<file path="src/common/cnsn_pkg.sv">
package cnsn_pkg;
    localparam int CLK_HZ       = 100_000_000;
    localparam int BLINK_MS     = 200;
    localparam int FLASH_OFF_MS = 1000;
    localparam int BLINK_CYC    = BLINK_MS * (CLK_HZ / 1000);
    localparam int FLASH_PHASES = (FLASH_OFF_MS / BLINK_MS) + 1;
    localparam int TICK_W       = 25;

    localparam logic [7:0] NODE_ID_DFLT  = 8'h7F;
    localparam logic [7:0] NODE_ID_LIMIT = 8'h80;
    localparam logic [7:0] RATE_CODE_MAX = 8'h07;
    localparam logic [9:0] TIMER_MAX     = 10'h258;

    localparam logic [7:0] ADR_SETUP   = 8'h00;
    localparam logic [7:0] ADR_TIMER   = 8'h04;
    localparam logic [7:0] ADR_MAPA_LO = 8'h08;
    localparam logic [7:0] ADR_MAPA_HI = 8'h0C;
    localparam logic [7:0] ADR_MAPB_LO = 8'h10;
    localparam logic [7:0] ADR_MAPB_HI = 8'h14;
    localparam logic [7:0] ADR_CTRL    = 8'h18;
    localparam logic [7:0] ADR_IRQ_ST  = 8'h1C;
    localparam logic [7:0] ADR_IRQ_MSK = 8'h20;
    localparam logic [7:0] ADR_STATUS  = 8'h24;

    localparam int SET_NODE_LSB = 0;
    localparam int SET_RATE_LSB = 8;
    localparam int SET_SRC_LSB  = 16;
    localparam int SET_MODE_LSB = 20;
    localparam int ST_RATE_LSB  = 8;
    localparam int ST_STATE_LSB = 12;

    localparam int IRQ_START = 0;
    localparam int IRQ_RESET = 1;
    localparam int IRQ_LINK  = 2;
    localparam int IRQ_DROP  = 3;

    localparam logic [7:0] NMT_START      = 8'h01;
    localparam logic [7:0] NMT_STOP       = 8'h02;
    localparam logic [7:0] NMT_PREOP      = 8'h80;
    localparam logic [7:0] NMT_RESET_NODE = 8'h81;
    localparam logic [7:0] NMT_RESET_COMM = 8'h82;

    localparam logic [15:0] RATE_KBPS [8] = '{16'h007D, 16'h0014, 16'h0032, 16'h007D,
                                              16'h00FA, 16'h01F4, 16'h0320, 16'h03E8};

    typedef enum logic [1:0] {
        ST_INIT  = 2'b00,
        ST_PREOP = 2'b01,
        ST_OPER  = 2'b11,
        ST_STOP  = 2'b10
    } cnsn_state_e;

    typedef struct packed {
        logic       valid;
        logic [7:0] code;
    } cnsn_nmt_s;

    typedef struct packed {
        logic        psel;
        logic        penable;
        logic        pwrite;
        logic [7:0]  paddr;
        logic [31:0] pwdata;
    } cnsn_apb_s;

    typedef logic [3:0][15:0] cnsn_map_t;
endpackage : cnsn_pkg

</file>
<file path="src/rtl/cnsn_node_setup.sv">
// Summary of operation
// - Node id 0 or 128 and above becomes 127.
// - Bit-rate code 0..7 decodes per table; 8 and above means 1 Mbit/s.
// - Node id applies only after power reset or remote node reset.
// - Bit rate applies only after power reset, not on node reset.
// - Four 16-bit selectors per direction of third process-data object, default 0.
// - Those selectors apply only after power reset or remote node reset.
// - Error reaction mode setting 0..15, default 0.
// - Error reaction timer 0.0 to 60.0 s, default 0.0 s.
// - After restart the node enters pre-operational by itself.
// - Pre-operational: green blinks, red off or flashing.
// - Start command makes node operational with green steadily on.
// - Operational node lets master drive and monitor via process data.
// - Link-break detection off by default; needs heartbeat or guarding enabled.
// - Process data exchanged only while operational; ignored otherwise.
// - Blinking is 200 ms on, 200 ms off.
// - Single flash is 200 ms on, then 1 s off.
//
// The APB slave port and the placing of the registers were decided locally.
`timescale 1ns/1ps
`default_nettype none
module cnsn_node_setup
    import cnsn_pkg::*;
#(
    parameter int BLINK_CYCLES = BLINK_CYC
) (
    input  wire logic        clock_in,
    input  wire logic        reset_in,
    input  wire cnsn_apb_s   apb_in,
    output logic [31:0]      prdata_out,
    output logic             pready_out,
    output logic             pslverr_out,
    input  wire cnsn_nmt_s   nmt_in,
    input  wire logic        link_loss_in,
    input  wire logic        pdo_rx_valid_in,
    output logic             pdo_rx_accept_out,
    output logic             pdo_tx_enable_out,
    output logic [7:0]       node_id_out,
    output logic [15:0]      bit_rate_kbps_out,
    output logic             freq_cmd_from_net_out,
    output logic             run_cmd_from_net_out,
    output logic [3:0]       err_mode_out,
    output logic [9:0]       err_timer_out,
    output cnsn_map_t        map_a_out,
    output cnsn_map_t        map_b_out,
    output logic             heartbeat_en_out,
    output cnsn_state_e      nmt_state_out,
    output logic             green_state_indicator_out,
    output logic             red_fault_indicator_out,
    output logic             irq_out
);
    logic [7:0]  node_set_ff;
    logic [7:0]  rate_set_ff;
    logic [1:0]  src_ff;
    logic [3:0]  mode_ff;
    logic [9:0]  timer_ff;
    cnsn_map_t   map_a_ff;
    cnsn_map_t   map_b_ff;
    logic        guard_en_ff;
    logic [3:0]  irq_stat_ff;
    logic [3:0]  irq_mask_ff;
    logic [3:0]  nxt_irq_stat;
    logic [31:0] rdata_ff;
    logic        load_pwr_ff;
    logic        load_node_ff;
    logic [7:0]  node_id_ff;
    logic [15:0] kbps_ff;
    cnsn_map_t   act_a_ff;
    cnsn_map_t   act_b_ff;
    cnsn_state_e state_ff;
    cnsn_state_e nxt_state;
    logic        link_fault_ff;
    logic [TICK_W-1:0] tick_ff;
    logic [2:0]  phase_ff;
    logic        green_ff;
    logic        red_ff;
    logic        wr_en;
    logic        rd_setup;
    logic        mapped;
    logic        cmd_start;
    logic        cmd_reset_node;
    logic        drop_evt;
    logic        link_evt;
    logic        tick_wrap;
    logic        blink_on;
    logic        flash_on;

    // APB: zero wait states, read data captured during the setup cycle
    assign wr_en    = apb_in.psel & apb_in.penable & apb_in.pwrite;
    assign rd_setup = apb_in.psel & ~apb_in.penable & ~apb_in.pwrite;
    always_comb begin
        case (apb_in.paddr)
            ADR_SETUP, ADR_TIMER, ADR_MAPA_LO, ADR_MAPA_HI, ADR_MAPB_LO,
            ADR_MAPB_HI, ADR_CTRL, ADR_IRQ_ST, ADR_IRQ_MSK, ADR_STATUS: mapped = 1'b1;
            default: mapped = 1'b0;
        endcase
    end
    assign pready_out  = 1'b1;
    assign pslverr_out = apb_in.psel & apb_in.penable & ~mapped;
    assign prdata_out  = rdata_ff;

    always_ff @(posedge clock_in) begin
        if (reset_in) begin
            rdata_ff <= 32'h0000_0000;
        end else if (rd_setup) begin
            case (apb_in.paddr)
                ADR_SETUP:   rdata_ff <= {8'h00, mode_ff, 2'b00, src_ff, rate_set_ff, node_set_ff};
                ADR_TIMER:   rdata_ff <= {22'h000000, timer_ff};
                ADR_MAPA_LO: rdata_ff <= {map_a_ff[1], map_a_ff[0]};
                ADR_MAPA_HI: rdata_ff <= {map_a_ff[3], map_a_ff[2]};
                ADR_MAPB_LO: rdata_ff <= {map_b_ff[1], map_b_ff[0]};
                ADR_MAPB_HI: rdata_ff <= {map_b_ff[3], map_b_ff[2]};
                ADR_CTRL:    rdata_ff <= {31'h00000000, guard_en_ff};
                ADR_IRQ_ST:  rdata_ff <= {28'h0000000, irq_stat_ff};
                ADR_IRQ_MSK: rdata_ff <= {28'h0000000, irq_mask_ff};
                ADR_STATUS:  rdata_ff <= {18'h00000, state_ff, 3'b000, link_fault_ff, node_id_ff};
                default:     rdata_ff <= 32'h0000_0000;
            endcase
        end
    end

    // Settings written by software; node id, bit rate and maps held until the next qualifying reset applies them, the rest take effect at once
    always_ff @(posedge clock_in) begin
        if (reset_in) begin
            node_set_ff <= 8'h00;
            rate_set_ff <= 8'h00;
            src_ff      <= 2'b00;
            mode_ff     <= 4'h0;
            timer_ff    <= 10'h000;
            map_a_ff    <= '0;
            map_b_ff    <= '0;
            guard_en_ff <= 1'b0;
            irq_mask_ff <= 4'h0;
        end else if (wr_en) begin
            case (apb_in.paddr)
                ADR_SETUP: begin
                    node_set_ff <= apb_in.pwdata[SET_NODE_LSB +: 8];
                    rate_set_ff <= apb_in.pwdata[SET_RATE_LSB +: 8];
                    src_ff      <= apb_in.pwdata[SET_SRC_LSB +: 2];
                    mode_ff     <= apb_in.pwdata[SET_MODE_LSB +: 4];
                end
                ADR_TIMER: begin
                    // Tenths of a second, saturated at the top of the range
                    timer_ff <= (apb_in.pwdata[31:0] > 32'(TIMER_MAX)) ? TIMER_MAX
                              : apb_in.pwdata[9:0];
                end
                ADR_MAPA_LO: map_a_ff[1:0] <= apb_in.pwdata;
                ADR_MAPA_HI: map_a_ff[3:2] <= apb_in.pwdata;
                ADR_MAPB_LO: map_b_ff[1:0] <= apb_in.pwdata;
                ADR_MAPB_HI: map_b_ff[3:2] <= apb_in.pwdata;
                ADR_CTRL:    guard_en_ff <= apb_in.pwdata[0];
                ADR_IRQ_MSK: irq_mask_ff <= apb_in.pwdata[3:0];
                default: begin
                end
            endcase
        end
    end

    assign freq_cmd_from_net_out = src_ff[0];
    assign run_cmd_from_net_out  = src_ff[1];
    assign err_mode_out          = mode_ff;
    assign err_timer_out         = timer_ff;
    assign heartbeat_en_out      = guard_en_ff;

    assign cmd_start      = nmt_in.valid & (nmt_in.code == NMT_START) & (state_ff != ST_INIT);
    assign cmd_reset_node = nmt_in.valid & (nmt_in.code == NMT_RESET_NODE);

    // Latch requests: power reset loads everything, node reset skips the bit rate
    always_ff @(posedge clock_in) begin
        if (reset_in) begin
            load_pwr_ff  <= 1'b1;
            load_node_ff <= 1'b1;
        end else begin
            load_pwr_ff  <= 1'b0;
            load_node_ff <= cmd_reset_node;
        end
    end

    always_ff @(posedge clock_in) begin
        if (reset_in) begin
            node_id_ff <= NODE_ID_DFLT;
            act_a_ff   <= '0;
            act_b_ff   <= '0;
        end else if (load_node_ff) begin
            if (node_set_ff == 8'h00 || node_set_ff >= NODE_ID_LIMIT) begin
                node_id_ff <= NODE_ID_DFLT;
            end else begin
                node_id_ff <= node_set_ff;
            end
            act_a_ff <= map_a_ff;
            act_b_ff <= map_b_ff;
        end
    end

    always_ff @(posedge clock_in) begin
        if (reset_in) begin
            kbps_ff <= RATE_KBPS[0];
        end else if (load_pwr_ff) begin
            kbps_ff <= RATE_KBPS[(rate_set_ff > RATE_CODE_MAX) ? 3'h7 : rate_set_ff[2:0]];
        end
    end

    assign node_id_out       = node_id_ff;
    assign bit_rate_kbps_out = kbps_ff;
    assign map_a_out         = act_a_ff;
    assign map_b_out         = act_b_ff;

    // Network state: no master command is needed to leave init
    always_comb begin
        nxt_state = state_ff;
        case (state_ff)
            ST_INIT: begin
                if (!load_node_ff) begin
                    nxt_state = ST_PREOP;
                end
            end
            ST_PREOP, ST_OPER, ST_STOP: begin
                if (nmt_in.valid) begin
                    case (nmt_in.code)
                        NMT_START:      nxt_state = ST_OPER;
                        NMT_STOP:       nxt_state = ST_STOP;
                        NMT_PREOP:      nxt_state = ST_PREOP;
                        NMT_RESET_NODE: nxt_state = ST_INIT;
                        NMT_RESET_COMM: nxt_state = ST_INIT;
                        default:        nxt_state = state_ff;
                    endcase
                end
            end
            default: nxt_state = ST_INIT;
        endcase
    end

    always_ff @(posedge clock_in) begin
        if (reset_in) begin
            state_ff <= ST_INIT;
        end else begin
            state_ff <= nxt_state;
        end
    end
    assign nmt_state_out = state_ff;

    // Process data is passed only while operational
    assign pdo_rx_accept_out = pdo_rx_valid_in & (state_ff == ST_OPER);
    assign pdo_tx_enable_out = (state_ff == ST_OPER);
    assign drop_evt          = pdo_rx_valid_in & (state_ff != ST_OPER);

    // Loss reports are meaningless unless guarding or heartbeat was enabled
    assign link_evt = link_loss_in & guard_en_ff;
    always_ff @(posedge clock_in) begin
        if (reset_in) begin
            link_fault_ff <= 1'b0;
        end else if (link_evt) begin
            // A loss reported in the clearing cycle must not be lost
            link_fault_ff <= 1'b1;
        end else if (cmd_reset_node || cmd_start) begin
            link_fault_ff <= 1'b0;
        end
    end

    // Sticky events; a new event in the clearing cycle survives
    always_comb begin
        nxt_irq_stat = irq_stat_ff;
        if (wr_en && apb_in.paddr == ADR_IRQ_ST) begin
            nxt_irq_stat = irq_stat_ff & ~apb_in.pwdata[3:0];
        end
        nxt_irq_stat[IRQ_START] = nxt_irq_stat[IRQ_START] | cmd_start;
        nxt_irq_stat[IRQ_RESET] = nxt_irq_stat[IRQ_RESET] | cmd_reset_node;
        nxt_irq_stat[IRQ_LINK]  = nxt_irq_stat[IRQ_LINK] | link_evt;
        nxt_irq_stat[IRQ_DROP]  = nxt_irq_stat[IRQ_DROP] | drop_evt;
    end

    always_ff @(posedge clock_in) begin
        if (reset_in) begin
            irq_stat_ff <= 4'h0;
        end else begin
            irq_stat_ff <= nxt_irq_stat;
        end
    end
    assign irq_out = |(irq_stat_ff & irq_mask_ff);

    // One 200 ms tick drives a six-phase wheel shared by both indicator patterns
    assign tick_wrap = (tick_ff == TICK_W'(BLINK_CYCLES - 1));
    always_ff @(posedge clock_in) begin
        if (reset_in) begin
            tick_ff  <= '0;
            phase_ff <= 3'h0;
        end else if (tick_wrap) begin
            tick_ff  <= '0;
            phase_ff <= (phase_ff == 3'(FLASH_PHASES - 1)) ? 3'h0 : phase_ff + 3'h1;
        end else begin
            tick_ff <= tick_ff + TICK_W'(1);
        end
    end

    assign blink_on = ~phase_ff[0];
    assign flash_on = (phase_ff == 3'h0);

    always_ff @(posedge clock_in) begin
        if (reset_in) begin
            green_ff <= 1'b0;
            red_ff   <= 1'b0;
        end else begin
            case (state_ff)
                ST_PREOP: green_ff <= blink_on;
                ST_OPER:  green_ff <= 1'b1;
                ST_STOP:  green_ff <= flash_on;
                default:  green_ff <= 1'b0;
            endcase
            red_ff <= link_fault_ff & flash_on;
        end
    end
    assign green_state_indicator_out = green_ff;
    assign red_fault_indicator_out   = red_ff;
endmodule : cnsn_node_setup
`default_nettype wire

</file>
<file path="config.mk">
export PLATFORM = sky130hd
export DESIGN_NAME = cnsn_node_setup
export DESIGN_NICKNAME = d
export VERILOG_FILES = /design/src/common/cnsn_pkg.sv /design/src/rtl/cnsn_node_setup.sv
export SDC_FILE = /design/constraint.sdc
export NUM_CORES = 1
export LEC_CHECK = 0
export ABC_AREA = 1
export BUFFER_PORTS_ARGS = -buffer_cell sky130_fd_sc_hd__buf_2
export CORE_MARGIN = 2
export CORE_UTILIZATION = 35
export DETAILED_ROUTE_END_ITERATION = 12
export SLEW_MARGIN = 20
export SYNTH_ARGS = -nofsm -noshare
export SYNTH_HDL_FRONTEND = slang
export SYNTH_SLANG_ARGS = --single-unit
</file>
<file path="constraint.sdc">
create_clock -name clock_in -period 1.7 [get_ports clock_in]
set_input_delay 0.085 -clock clock_in [delete_from_list [all_inputs] [get_ports clock_in]]
set_output_delay 0.085 -clock clock_in [all_outputs]
set_load 0.005 [all_outputs]
</file>
==> impl_metrics.yaml <==
worst_hold_path:
  hold_path_end: "irq_stat_ff[0]"
  whs_path_depth: 5
  hold_path_class: "in -> reg"
  min_from: "nmt_in[0]"
grt:
  grt_first_pass_wirelength_mm: 88.1
  grt_pass1_vias: 14500
  grt_max_degree: 78
  grt-ovfl-total: 0
  antenna_found_initial: 2
  groute.usage.overall_pct: 24.8
sta:
  rsz0062_at_grt: "false"
  fmax_ghz: 0.630
  period_share_pct: 93.4
  setup_violations: 0
  maxSlewViolCount: 0
  fin_skew_ps: 26.1
  hold_viol_final: 0
  relSlewSlack_pct: 65.1
  period_needed_ps: 1590
  tightestPinTransition_ps: 523
die:
  initial_core_util_pct: 35.3
  die_h_um: 215
  die_area_sq_um: 46100
  pin_count: 266
  core_area_sq_um: 44000
  rows: 77
  die_w_um: 215
clock_tree:
  clock_latency_ps: 590
  root_buffer: "clkbuf_16"
  tritoncts: "done"
  clock_sinks: 382
  cts.clk_slew.worst_paths_ps: 60
  clock_path_buffers: 3
  cts_made_buffers: 42
  htreeDepth: 2
place:
  gp_congestion: 0.966
  placedInstanceArea_sq_um: 17700
  portBuffers: 258
  dpl.hpwl_mm: 42.2
cells_and_area:
  fin_area_sq_um: 19700
  syn_to_final_growth_pct: 26.7
  drive_gt1_share_pct: 18.8
  post-route-util_pct: 44.7
  num-fill-cells: 4506
  nNetsFinal: 2448
logic_synthesis:
  synth_area_per_cell_sq_um: 7.41
  ys_types: 42
  synth_area_sq_um: 15500
  synth_area_leaders: "dfxtp_1 (49%), nor2_1 (8.8%), o21ai_0 (8.3%)"
  ys_seq_elements: 382
  yosysSeqAreaShare_pct: 49.3
  syn_inst: 2096
  synth_top_cell_by_area: "dfxtp_1"
  yosys.area.top_type_share_pct: 49.3
  yosysWarnings: 0
worst_setup_path:
  r2r-end: "bit_rate_kbps_out[6]"
  critPathRequiredTime_ps: 2150
  cp_data_arrival_time_ps: 2040
  end_kind: "flip-flop"
  crit_path_start_kind: "flip-flop"
  r2r_setup_slack_ps: 110
  critPathMaxFanout: 3
  path_class: "reg -> reg"
  r2r_start: "rate_set_ff[7]"
  rr_worst_depth: 7
route:
  viasPerCell: 5.07
  ant_nets: 0
  firstDrtPassIters: 6
  wl_per_cell_um: 19.4
  via_count: 15300
  first_iter_violations: 1473
  wirelength_mm: 58.4
  drc: 0
run_status:
  status: "completed"
pwr:
  cellPowerDensity_nw_per_um2: 1030
  ir_drop_uv: 737
  p_leak_uw: 0.00858
  total_power_uw: 20300
flow_run:
  cap_violations: 0
==> report_power, final <==
part	switching, uW	internal (uW)
clock	3930	5830
sequential	128	9140
combinational	826	476
==> routing by layer <==
layer / vias to the layer above / wire [um] / global-route usage, %
li1: 7449 / - / -
met1: 7158 / 26300 / 33.8
met2: 593 / 26000 / 39.2
met3: 97 / 4290 / 4.70
met4: 0 / 1830 / 8.80
met5: - / 0 / 0
==> worst max path at each step <==
stage	start	endpoint	slack [ps]	cells past startpoint
2_1_floorplan	tick_ff[0]	tick_ff[15]	110	9
3_3_place_gp	rate_set_ff[4]	bit_rate_kbps_out[6]	70	6
3_5_place_dp	rate_set_ff[4]	bit_rate_kbps_out[6]	-10	6
4_1_cts	tick_ff[0]	tick_ff[21]	20	8
5_1_grt	tick_ff[0]	phase_ff[0]	10	9
6_report	rate_set_ff[7]	bit_rate_kbps_out[6]	110	7
==> kinds of logic (layout without fill, tap and decap cells) <==
| family | after synthesis | after routing | share of synthesized area [%] |
|---|---|---|---|
| xor+xnor | 8 | 8 | 0.451 |
| fa+ha+maj | 4 | 4 | 0.322 |
| other cells | 2 | 8 | 0.0484 |
| flops | 382 | 382 | 49.3 |
| simple gates | 844 | 844 | 23.3 |
| compound gates | 575 | 575 | 18.6 |
| buf+inv | 281 | 602 | 7.99 |
==> registers in the layout (all words and copies together) (netlist names) <==
register and count:
src_ff 2, rate_set_ff 8, node_id_out 8, irq_mask_ff 4, irq_stat_ff 4, map_b_out 64
node_set_ff 8, bit_rate_kbps_out 10, prdata_out 32, green_state_indicator_out 1, nmt_state_out 2, err_mode_out 4
load_pwr_ff 1, map_a_out 64, load_node_ff 1, red_fault_indicator_out 1, tick_ff 25, map_a_ff 64
phase_ff 3, map_b_ff 64, link_fault_ff 1, heartbeat_en_out 1, err_timer_out 10
==> cell usage after synthesis (all sizes together) <==
master and count:
dfxtp 382, clkinv 3, xor2 5, o211ai 2, nor3b 3, xnor2 3, nor2 376, a21oi 217
inv 153, a31oi 2, and2 1, nand3 95, a211oi 1, nand2 326, nand3b 2, nor4 3
nor3 17, or2 3, nand4 18, buf 61, o22ai 4, conb 2, o21ai 349, clkbuf 64
ha 4
==> per-stage QoR <==
step	setup TNS (ps)	cells	setup WS (ps)	hold slack [ps]
floorplan	0	2101	107	113
CTS	0	3013	19.8	0.609
global route	0	3015	13.7	79.9
global placement	0	2891	73.2	362
detailed placement	-12.8	2891	-11.3	359
finish	0	3015	111	23.4
==> critical path, cell delays in order (launching register included) <==
cell and delay [ps]:
dfxtp_1 330, nor2_2 160, nand3_4 140, nor2_2 150
inv_1 70, ha_1 320, a31oi_2 190, nand3_1 80
==> cell type report <==
cell class	count	area, sq um	area share (%)
Tap cell	592	741	3.76
Sequential cell	382	7650	38.9
Clock inverter	20	255	1.30
Timing Repair Buffer	368	2490	12.7
Antenna cell	1	2.50	0.0127
Multi-Input combinational cell	1438	6720	34.1
Inverter	156	597	3.03
Clock buffer	58	1220	6.21
==> layout by cell type, fill, tap and decap left out, types with 10 or more instances in the layout <==
master / synthesis / final
inv_1: 143 / 142
dfxtp_1: 382 / 381
nor2_1: 362 / 354
nand2_1: 313 / 313
clkbuf_16: 0 / 43
nor2_2: 4 / 12
buf_12: 0 / 21
nor3_1: 14 / 13
o21ai_0: 259 / 259
a21oi_1: 217 / 217
clkinv_2: 1 / 10
nand3_1: 94 / 93
dlygate4sd3_1: 0 / 44
nand4_1: 18 / 18
buf_2: 33 / 258
buf_4: 17 / 45
o21ai_1: 90 / 90
==> repair_timing <==
action / CTS / global route
setup endpoints to repair: 3 / 34
gates resized for setup: 2 / 10
hold buffers: 44 / 0
buffers inserted: 0 / 1
hold endpoints to repair: 146 / 0
pin swaps: 0 / 4
Note: power is estimated with default switching activity, not from simulation.
